### src/core/wake_pkg.sv
// shared constants, register map and types for the wake input monitor
package wake_pkg;
	// clock and timing
	localparam int CLK_PERIOD_NS = 20;
	localparam int FLT_SHORT_US = 16;
	localparam int FLT_LONG_US = 64;
	localparam int FLT_SHORT_CYC = (FLT_SHORT_US * 1000 + CLK_PERIOD_NS - 1) / CLK_PERIOD_NS;
	localparam int FLT_LONG_CYC = (FLT_LONG_US * 1000 + CLK_PERIOD_NS - 1) / CLK_PERIOD_NS;
	localparam int FLT_CNT_W = 12;
	localparam int TICK_US = 1000;
	localparam int TICK_CYCLES_DEF = TICK_US * 1000 / CLK_PERIOD_NS;

	// channel layout: three wake pins, then two fail outputs used as wake inputs
	localparam int NUM_PINS = 3;
	localparam int NUM_FO = 2;
	localparam int NUM_CH = NUM_PINS + NUM_FO;

	// register byte offsets
	localparam logic [7:0] ADDR_WAKE_ENABLE_CTRL = 8'h00;
	localparam logic [7:0] ADDR_CURRENT_SOURCE_CTRL = 8'h04;
	localparam logic [7:0] ADDR_DETECT_FILTER_CTRL = 8'h08;
	localparam logic [7:0] ADDR_FIRST_TIMER_CTRL = 8'h0c;
	localparam logic [7:0] ADDR_SECOND_TIMER_CTRL = 8'h10;
	localparam logic [7:0] ADDR_WAKE_SOURCE_STATUS_A = 8'h14;
	localparam logic [7:0] ADDR_WAKE_SOURCE_STATUS_B = 8'h18;
	localparam logic [7:0] ADDR_PIN_LEVEL_STATUS = 8'h1c;
	localparam logic [7:0] ADDR_INT_MASK = 8'h20;
	localparam logic [7:0] ADDR_INT_STATUS = 8'h24;

	// field positions and reset values
	localparam int FO_CFG_LSB = 3;
	localparam int TIMER_ON_LSB = 8;
	localparam logic [4:0] WAKE_ENABLE_RST = 5'h00;
	localparam logic [5:0] CURRENT_SOURCE_RST = 6'h00;
	localparam logic [5:0] DETECT_FILTER_RST = 6'h00;
	localparam logic [4:0] INT_MASK_RST = 5'h00;

	// current source selection per pin
	localparam logic [1:0] CS_NONE = 2'h0;
	localparam logic [1:0] CS_PULL_DOWN = 2'h1;
	localparam logic [1:0] CS_PULL_UP = 2'h2;
	localparam logic [1:0] CS_AUTO = 2'h3;

	// detection mode per pin
	localparam logic [1:0] DET_STATIC_SHORT = 2'h0;
	localparam logic [1:0] DET_STATIC_LONG = 2'h1;
	localparam logic [1:0] DET_CYCLIC_FIRST = 2'h2;
	localparam logic [1:0] DET_CYCLIC_SECOND = 2'h3;

	typedef enum logic [1:0] {
		MODE_NORMAL = 2'h0,
		MODE_STOP = 2'h1,
		MODE_SLEEP = 2'h3,
		MODE_FAIL_SAFE = 2'h2
	} chip_mode_e;

	typedef struct packed {
		logic [7:0] on_time;
		logic [7:0] period;
	} timer_cfg_s;
endpackage : wake_pkg

### src/core/wake_filter.sv
// stability filter for one wake channel, reports accepted edges
`timescale 1ns/100ps
module wake_filter
	import wake_pkg::*;
(
	// clock and reset
	input wire logic pclk,
	input wire logic presetn,
	// control
	input wire logic raw,
	input wire logic active,
	input wire logic long_sel,
	// result
	output logic level,
	output logic edge_pulse
);
	logic [FLT_CNT_W-1:0] cnt;
	logic [FLT_CNT_W-1:0] limit;

	assign limit = long_sel ? FLT_CNT_W'(FLT_LONG_CYC - 1) : FLT_CNT_W'(FLT_SHORT_CYC - 1);

	always_ff @(posedge pclk or negedge presetn) begin
		if (!presetn) begin
			cnt <= '0;
			level <= 1'b0;
			edge_pulse <= 1'b0;
		end else begin
			edge_pulse <= 1'b0;
			// outside the window nothing is evaluated and the accepted level holds
			if (!active || raw == level) begin
				// crossing back restarts
				cnt <= '0;
			end else if (cnt >= limit) begin
				// both edges signalled
				level <= raw;
				edge_pulse <= 1'b1;
				cnt <= '0;
			end else begin
				cnt <= cnt + 1'b1;
			end
		end
	end
endmodule : wake_filter

### src/core/cyclic_timer.sv
// periodic on-window generator for cyclic sensing
`timescale 1ns/100ps
module cyclic_timer
	import wake_pkg::*;
#(
	parameter int TICK_CYCLES = TICK_CYCLES_DEF
) (
	// clock and reset
	input wire logic pclk,
	input wire logic presetn,
	// configuration, period zero stops the timer
	input wire timer_cfg_s cfg,
	// window
	output logic window
);
	localparam int TW = (TICK_CYCLES > 1) ? $clog2(TICK_CYCLES) : 1;

	logic [TW-1:0] tick_cnt;
	logic [7:0] period_cnt;
	logic tick;

	if (TICK_CYCLES < 1) begin : g_chk
		$error("cyclic_timer: TICK_CYCLES must be at least 1");
	end

	assign tick = (tick_cnt == TW'(TICK_CYCLES - 1));

	always_ff @(posedge pclk or negedge presetn) begin
		if (!presetn) begin
			tick_cnt <= '0;
			period_cnt <= '0;
			window <= 1'b0;
		end else if (cfg.period == 8'h00) begin
			tick_cnt <= '0;
			period_cnt <= '0;
			window <= 1'b0;
		end else begin
			tick_cnt <= tick ? '0 : tick_cnt + 1'b1;
			if (tick) begin
				period_cnt <= (period_cnt >= cfg.period - 8'h01) ? 8'h00 : period_cnt + 8'h01;
			end
			window <= (period_cnt < cfg.on_time);
		end
	end
endmodule : cyclic_timer

### src/core/wake_input_monitor.sv
// wake input monitor: filters, cyclic sensing, current sources, status and APB registers
//
// Operation
// Each wake input signals both its rising and its falling threshold crossing.
// An accepted edge raises an interrupt in normal or stop mode and wakes the chip in sleep or fail-safe mode.
// Static sensing filters each input for a selectable 16 us or 64 us.
// The filter starts at a crossing and accepts only if the input stays across for the whole interval.
// Each wake pin has its own software-writable wake enable in the wake enable register.
// The pin that caused a wake is recorded in its wake-source bit of the first status register.
// In normal and stop mode the level register shows each pin level whether or not it is enabled.
// In cyclic sensing the level register holds the level sampled in the last active window.
// Fail outputs used as wake inputs have a fixed 16 us static filter and report in the second status register.
// Current source code 00 leaves the pin floating and is the reset value, 01 pulls down, 10 pulls up.
// Current source code 11 pulls up while the pin is high and pulls down while it is low.
// Detection code 00 is static with 16 us filter and code 01 static with 64 us filter.
// Detection codes 10 and 11 are cyclic on the first and second timer with 16 us filter.
// Static inputs are evaluated all the time, cyclic ones only inside their timer window; the code evaluates fail outputs only while enabled.
// The host assigns the same timer to a high-side output that powers the circuit on a cyclic pin.
// Wake-source bits stay set until software clears them.
//
// Local design decisions: register access over APB and the register offsets.
`timescale 1ns/100ps
module wake_input_monitor
	import wake_pkg::*;
#(
	parameter int TICK_CYCLES = TICK_CYCLES_DEF
) (
	// clock and reset
	input wire logic pclk,
	input wire logic presetn,
	// apb slave
	input wire logic psel,
	input wire logic penable,
	input wire logic pwrite,
	input wire logic [7:0] paddr,
	input wire logic [31:0] pwdata,
	output logic [31:0] prdata,
	output logic pready,
	output logic pslverr,
	// chip operating mode
	input wire chip_mode_e chip_mode,
	// comparator outputs of the wake pins and the fail outputs
	input wire logic [NUM_PINS-1:0] wake_in,
	input wire logic [NUM_FO-1:0] fo_in,
	// current source controls
	output logic [NUM_PINS-1:0] pull_up_en,
	output logic [NUM_PINS-1:0] pull_down_en,
	// cyclic timer windows, for high-side outputs assigned to a timer
	output logic [1:0] timer_window,
	// events
	output logic wake_req,
	output logic irq
);
	// software registers
	logic [4:0] wake_enable_ctrl;
	logic [5:0] current_source_ctrl;
	logic [5:0] detect_filter_ctrl;
	timer_cfg_s first_timer_ctrl;
	timer_cfg_s second_timer_ctrl;
	logic [NUM_PINS-1:0] wake_source_status_a;
	logic [NUM_FO-1:0] wake_source_status_b;
	logic [NUM_PINS-1:0] pin_level_status;
	logic [NUM_CH-1:0] int_mask;
	logic [NUM_CH-1:0] int_status;

	// bus handshake
	logic wr_en;
	logic rd_hit;
	logic [31:0] next_prdata;

	// channel signals
	logic [NUM_CH-1:0] raw;
	logic [NUM_CH-1:0] active;
	logic [NUM_CH-1:0] long_sel;
	logic [NUM_CH-1:0] level;
	logic [NUM_CH-1:0] edge_pulse;
	logic [NUM_CH-1:0] wake_capable;
	logic [NUM_CH-1:0] int_set;
	logic [NUM_CH-1:0] wake_set;
	logic win_first;
	logic win_second;
	logic low_power;

	// ---------------------------------------------------------------
	// apb access: one wait state, the write lands on the completing edge
	// ---------------------------------------------------------------
	assign wr_en = psel & penable & pready & pwrite;

	always_ff @(posedge pclk or negedge presetn) begin
		if (!presetn) begin
			pready <= 1'b0;
			pslverr <= 1'b0;
			prdata <= 32'h0000_0000;
		end else begin
			pready <= psel & penable & ~pready;
			pslverr <= psel & penable & ~pready & ~rd_hit;
			prdata <= (psel & penable & ~pready & ~pwrite) ? next_prdata : 32'h0000_0000;
		end
	end

	always_comb begin
		rd_hit = 1'b1;
		next_prdata = 32'h0000_0000;
		case (paddr)
			ADDR_WAKE_ENABLE_CTRL: next_prdata[4:0] = wake_enable_ctrl;
			ADDR_CURRENT_SOURCE_CTRL: next_prdata[5:0] = current_source_ctrl;
			ADDR_DETECT_FILTER_CTRL: next_prdata[5:0] = detect_filter_ctrl;
			ADDR_FIRST_TIMER_CTRL: next_prdata[15:0] = first_timer_ctrl;
			ADDR_SECOND_TIMER_CTRL: next_prdata[15:0] = second_timer_ctrl;
			ADDR_WAKE_SOURCE_STATUS_A: next_prdata[NUM_PINS-1:0] = wake_source_status_a;
			ADDR_WAKE_SOURCE_STATUS_B: next_prdata[NUM_FO-1:0] = wake_source_status_b;
			ADDR_PIN_LEVEL_STATUS: next_prdata[NUM_PINS-1:0] = pin_level_status;
			ADDR_INT_MASK: next_prdata[NUM_CH-1:0] = int_mask;
			ADDR_INT_STATUS: next_prdata[NUM_CH-1:0] = int_status;
			default: rd_hit = 1'b0;
		endcase
	end

	// ---------------------------------------------------------------
	// configuration registers
	// ---------------------------------------------------------------
	always_ff @(posedge pclk or negedge presetn) begin
		if (!presetn) begin
			wake_enable_ctrl <= WAKE_ENABLE_RST;
			current_source_ctrl <= CURRENT_SOURCE_RST;
			detect_filter_ctrl <= DETECT_FILTER_RST;
			first_timer_ctrl <= '0;
			second_timer_ctrl <= '0;
			int_mask <= INT_MASK_RST;
		end else if (wr_en) begin
			case (paddr)
				// per-pin wake enable
				ADDR_WAKE_ENABLE_CTRL: wake_enable_ctrl <= pwdata[4:0];
				ADDR_CURRENT_SOURCE_CTRL: current_source_ctrl <= pwdata[5:0];
				ADDR_DETECT_FILTER_CTRL: detect_filter_ctrl <= pwdata[5:0];
				ADDR_FIRST_TIMER_CTRL: first_timer_ctrl <= pwdata[15:0];
				ADDR_SECOND_TIMER_CTRL: second_timer_ctrl <= pwdata[15:0];
				ADDR_INT_MASK: int_mask <= pwdata[NUM_CH-1:0];
				default: ;
			endcase
		end
	end

	// ---------------------------------------------------------------
	// cyclic timers
	// ---------------------------------------------------------------
	cyclic_timer #(
		.TICK_CYCLES(TICK_CYCLES)
	) u_first_cyclic_timer (
		.pclk(pclk),
		.presetn(presetn),
		.cfg(first_timer_ctrl),
		.window(win_first)
	);

	cyclic_timer #(
		.TICK_CYCLES(TICK_CYCLES)
	) u_second_cyclic_timer (
		.pclk(pclk),
		.presetn(presetn),
		.cfg(second_timer_ctrl),
		.window(win_second)
	);

	// the host ties a high-side output to the same window to power the contact
	always_ff @(posedge pclk or negedge presetn) begin
		if (!presetn) begin
			timer_window <= 2'h0;
		end else begin
			// window shared with high side
			timer_window <= {win_second, win_first};
		end
	end

	// ---------------------------------------------------------------
	// per-channel detection
	// ---------------------------------------------------------------
	assign raw = {fo_in, wake_in};

	for (genvar ch = 0; ch < NUM_CH; ch++) begin : g_ch
		if (ch < NUM_PINS) begin : g_pin
			logic [1:0] det;
			logic [1:0] cs;
			logic sampled;

			assign det = detect_filter_ctrl[2*ch +: 2];
			assign cs = current_source_ctrl[2*ch +: 2];

			// static always, cyclic in window
			// cyclic timer selection
			always_comb begin
				case (det)
					DET_CYCLIC_FIRST: active[ch] = win_first;
					DET_CYCLIC_SECOND: active[ch] = win_second;
					default: active[ch] = 1'b1;
				endcase
			end

			// static filter length
			// R3 16 or 64 us
			assign long_sel[ch] = (det == DET_STATIC_LONG);
			assign wake_capable[ch] = wake_enable_ctrl[ch];

			// sample follows the pin only inside the window, then holds
			always_ff @(posedge pclk or negedge presetn) begin
				if (!presetn) begin
					sampled <= 1'b0;
				end else if (active[ch]) begin
					sampled <= wake_in[ch];
				end
			end

			always_ff @(posedge pclk or negedge presetn) begin
				if (!presetn) begin
					pin_level_status[ch] <= 1'b0;
				end else if (det[1]) begin
					// last sampled level
					pin_level_status[ch] <= sampled;
				end else begin
					// live level, enable ignored
					pin_level_status[ch] <= wake_in[ch];
				end
			end

			always_ff @(posedge pclk or negedge presetn) begin
				if (!presetn) begin
					pull_up_en[ch] <= 1'b0;
					pull_down_en[ch] <= 1'b0;
				end else begin
					case (cs)
						// floating, down, up
						CS_PULL_DOWN: begin
							pull_up_en[ch] <= 1'b0;
							pull_down_en[ch] <= 1'b1;
						end
						CS_PULL_UP: begin
							pull_up_en[ch] <= 1'b1;
							pull_down_en[ch] <= 1'b0;
						end
						// follow detected level
						CS_AUTO: begin
							pull_up_en[ch] <= wake_in[ch];
							pull_down_en[ch] <= ~wake_in[ch];
						end
						default: begin
							pull_up_en[ch] <= 1'b0;
							pull_down_en[ch] <= 1'b0;
						end
					endcase
				end
			end
		end else begin : g_fo
			// fixed short static filter
			assign active[ch] = wake_enable_ctrl[FO_CFG_LSB + ch - NUM_PINS];
			assign long_sel[ch] = 1'b0;
			assign wake_capable[ch] = wake_enable_ctrl[FO_CFG_LSB + ch - NUM_PINS];
		end

		wake_filter u_filter (
			.pclk(pclk),
			.presetn(presetn),
			.raw(raw[ch]),
			.active(active[ch]),
			.long_sel(long_sel[ch]),
			.level(level[ch]),
			.edge_pulse(edge_pulse[ch])
		);
	end

	// ---------------------------------------------------------------
	// events: interrupt in active modes, wake in low-power modes
	// ---------------------------------------------------------------
	assign low_power = (chip_mode == MODE_SLEEP) || (chip_mode == MODE_FAIL_SAFE);

	// interrupt or wake by mode
	assign int_set = edge_pulse & {NUM_CH{~low_power}};
	assign wake_set = edge_pulse & wake_capable & {NUM_CH{low_power}};

	// a set in the same cycle as a one-to-clear keeps the bit
	always_ff @(posedge pclk or negedge presetn) begin
		if (!presetn) begin
			wake_source_status_a <= '0;
			wake_source_status_b <= '0;
		end else begin
			// record waking pin
			// sticky until cleared
			wake_source_status_a <= (wake_source_status_a
				& ~((wr_en && paddr == ADDR_WAKE_SOURCE_STATUS_A) ? pwdata[NUM_PINS-1:0] : '0))
				| wake_set[NUM_PINS-1:0];
			// fail outputs in second register
			wake_source_status_b <= (wake_source_status_b
				& ~((wr_en && paddr == ADDR_WAKE_SOURCE_STATUS_B) ? pwdata[NUM_FO-1:0] : '0))
				| wake_set[NUM_CH-1:NUM_PINS];
		end
	end

	always_ff @(posedge pclk or negedge presetn) begin
		if (!presetn) begin
			int_status <= '0;
		end else begin
			int_status <= (int_status
				& ~((wr_en && paddr == ADDR_INT_STATUS) ? pwdata[NUM_CH-1:0] : '0))
				| int_set;
		end
	end

	// irq lags the status by one cycle so it stays a clean flop output
	always_ff @(posedge pclk or negedge presetn) begin
		if (!presetn) begin
			irq <= 1'b0;
			wake_req <= 1'b0;
		end else begin
			irq <= |(int_status & int_mask);
			// wake request pulse
			wake_req <= |wake_set;
		end
	end
endmodule : wake_input_monitor

### config.mk
export PLATFORM = sky130hd
export DESIGN_NAME = wake_input_monitor
export DESIGN_NICKNAME = d
export VERILOG_FILES = /design/src/core/wake_pkg.sv /design/src/core/wake_filter.sv /design/src/core/cyclic_timer.sv /design/src/core/wake_input_monitor.sv
export SDC_FILE = /design/constraint.sdc
export NUM_CORES = 1
export LEC_CHECK = 0
export ABC_AREA = 1
export BUFFER_PORTS_ARGS = -buffer_cell sky130_fd_sc_hd__buf_2
export CORE_UTILIZATION = 62
export CTS_BUF_LIST = sky130_fd_sc_hd__clkbuf_4
export DETAILED_ROUTE_END_ITERATION = 7
export GPL_TIMING_DRIVEN = 0
export PLACE_DENSITY = 0.89
export SLEW_MARGIN = 25
export SYNTH_ARGS = -nofsm -noshare
export SYNTH_HDL_FRONTEND = slang
export SYNTH_SLANG_ARGS = --single-unit
### constraint.sdc
create_clock -name pclk -period 2.7 [get_ports pclk]
set_input_delay 0.135 -clock pclk [delete_from_list [all_inputs] [get_ports pclk]]
set_output_delay 0.135 -clock pclk [all_outputs]
set_load 0.02 [all_outputs]
==> flow_summary.yaml <==
place:
  gp_congestion: 0.924
  placed_cells: 1759
  dp_slack_ps: 320
  place_hpwl_microns: 18700
  place_area_sq_um: 12500
  portBuffers: 61
detailed_routing:
  wl_per_cell_microns: 14.1
  finalWirelength_microns: 26700
  ant_nets: 0
  drt_first_pass_iters: 5
  drc: 0
  viasPerCell: 5.41
  drt_iter0_drc: 805
  num_vias: 10200
synth:
  ys_types: 44
  synth_top_area_share_pct: 46.4
  ys_ff_latch: 218
  netlist_area_sq_um: 11800
  synth-seq-area-share_pct: 46.4
  avgSynthCellArea_sq_um: 8.15
  ys.flop_type: "dfrtp_1"
  async_flop_share_pct: 100
  syn_inst: 1443
  yosysMostFrequentCell: "nand2_1"
  yosys_warnings: 0
  synthTopCellsByCount: "nand2_1, dfrtp_1, nor2_1, inv_1, nand3_1"
  synth_top_area_cell: "dfrtp_1"
  synth_edf_count: 0
  synth_area_leaders: "dfrtp_1, nand2_1, ha_1"
floorplanning:
  start_util_pct: 63.1
  die_width_microns: 140
  core_area_sq_um: 18600
  io_pins: 96
  rows: 50
  die_area_sq_um: 19500
  die_h_microns: 140
timing:
  finalSetupViolCount: 0
  timing.hold.ws_ps: 33.8
  period_share_pct: 88.8
  max_clock_freq_mhz: 417
  drv_slew: 0
  period_minus_slack_ps: 2400
  layout_setup_ws_ps: 302
  worst_slew_pin_slew_ps: 508
  rsz0062_at_grt: "false"
  maxSlewHeadroom_pct: 66.1
  tns_ps: 0
  hold_violations: 0
  finClkSkew_ps: 43.2
clock_tree:
  cts-root-buf: "clkbuf_4"
  insertion_delay_ps: 690
  post_cts_buffers: 0
  cts_buffers: 56
  cts_tree: "yes"
  clkTransAtPathRegs_ps: 70
  ctsResizeCount: 0
  clkSinkCount: 218
  cts-htree-levels: 2
  clockBufferDepth: 3
run:
  maxCapViolations: 0
worst_setup_path:
  max_stage_delay_ps: 460
  r2r_slack_ps: 300
  end_kind: "register"
  path_max_fanout: 7
  cp_common_cell: "nand2_1"
  critical_path_class: "register to register"
  crit_path_start_kind: "register"
  reg2reg_from: "first_timer_ctrl[2]"
  path_cells: "nor2_1 > nand3_1 > nor3_1 > xor2_1 > ha_1 > nand2_1 > o21bai_1 > nand2_1 > nor2_2 > nand3_1 > nand2_1 > inv_1 > nor2_1"
  cp.required_ps: 3310
  r2r_end: "u_first_cyclic_timer.period_cnt[2]"
  reg2reg_depth: 13
  slowest_stage: "dfrtp_1"
  arrival_ps: 3010
global_route:
  antenna_found_initial: 1
  grt_max_degree: 96
  grt_pass1_wl_microns: 44300
  grt_pass1_vias: 9779
  gr-total-overflow: 0
  grt_use_total_pct: 28.0
power_and_ir_drop:
  max-vdd-ir-drop_uv: 353
  powerDensity_nw_per_um2: 471
  power.total_mw: 6.37
  cellLeakagePower_nw: 6.90
run_status:
  status: "complete, no violations"
finish:
  fin_util_pct: 72.5
  fin_cells: 1890
  syn_to_final_growth_pct: 14.9
  drive_above_1_share_pct: 14.9
  nets: 1728
  fin_area_sq_um: 13500
worst_hold_path:
  worstHoldPathType: "input port to async pin"
[worst max-delay path: cells and delay by family (launching register included)]
family	cells	cell delay, ps
XOR/XNOR	1	180
flip-flops	1	460
AO/OA/AOI/OAI	1	120
buffers and inverters	1	40
adder cells (fa/ha/maj)	1	270
AND/OR/NAND/NOR	9	1240
[final cells by class]
class	count	area [sq um]
Inverter	175	657
Clock buffer	74	556
Tap cell	234	293
Clock inverter	22	113
Fill cell	1441	5130
Multi-Input combinational cell	1033	5450
Antenna cell	1	2.50
Sequential cell	218	5460
Buffer	36	273
Timing Repair Buffer	97	721
[repair_timing]
| action | CTS | global route |
|---|---|---|
| hold buffers | 34 | 0 |
| setup endpoints to repair | 0 | 0 |
| endpoints found under the hold margin | 325 | 0 |
[metal layers]
| metal | share of wire, % | vias to the layer above | GRT usage, % |
|---|---|---|---|
| met5 | 0 | - | 0 |
| met4 | 3.6 | 0 | 13.8 |
| met3 | 6.2 | 86 | 5.47 |
| met2 | 49 | 369 | 47.1 |
| met1 | 41 | 4776 | 34.6 |
| li1 | - | 4993 | - |
[registers in the layout (all words and copies together) (netlist names), 6 cells and up]
signal                            flops
u_second_cyclic_timer.tick_cnt       16
u_first_cyclic_timer.tick_cnt        16
detect_filter_ctrl                    6
prdata                               16
second_timer_ctrl                    16
first_timer_ctrl                     16
g_ch.u_filter.cnt                    60
current_source_ctrl                   6
u_second_cyclic_timer.period_cnt      8
u_first_cyclic_timer.period_cnt       8
[worst max path at each step]
| stage | start | to | slack [ps] |
|---|---|---|---|
| floorplan | second_timer_ctrl[2] | u_second_cyclic_timer.period_cnt[2] | 620 |
| global placement | presetn | g_ch[3].u_filter.cnt[2] | -2140 |
| detailed placement | second_timer_ctrl[2] | u_second_cyclic_timer.period_cnt[2] | 320 |
| CTS | second_timer_ctrl[2] | u_second_cyclic_timer.period_cnt[2] | 310 |
| global route | second_timer_ctrl[2] | u_second_cyclic_timer.period_cnt[2] | 70 |
| finish | first_timer_ctrl[2] | u_first_cyclic_timer.period_cnt[2] | 300 |
[report_power, final]
group / internal (mW) / switching [mW] / leakage [nW]
Clock: 1.37 / 1.33 / 0.395
Sequential: 3.29 / 0.0189 / 3.00
Combinational: 0.123 / 0.233 / 3.51
[kinds of logic after synthesis]
family / share of synthesized area, %
and+or+nand+nor: 27.0
xor gates and xnor gates: 4.02
adders and majority gates: 6.28
AOI/OAI and AO/OA: 8.39
DFF: 46.4
buffers and inverters: 7.90
other: 0.0319
[cells in the final DEF (no fill, tap or decap), drive strengths merged, types with 54 or more instances in the layout]
| cell type | n |
|---|---|
| a21oi | 54 |
| buf | 98 |
| clkbuf | 76 |
| dfrtp | 218 |
| ha | 59 |
| inv | 174 |
| nand2 | 345 |
| nand3 | 100 |
| nor2 | 207 |
| o21ai | 103 |
(Power assumes the default switching activity.)
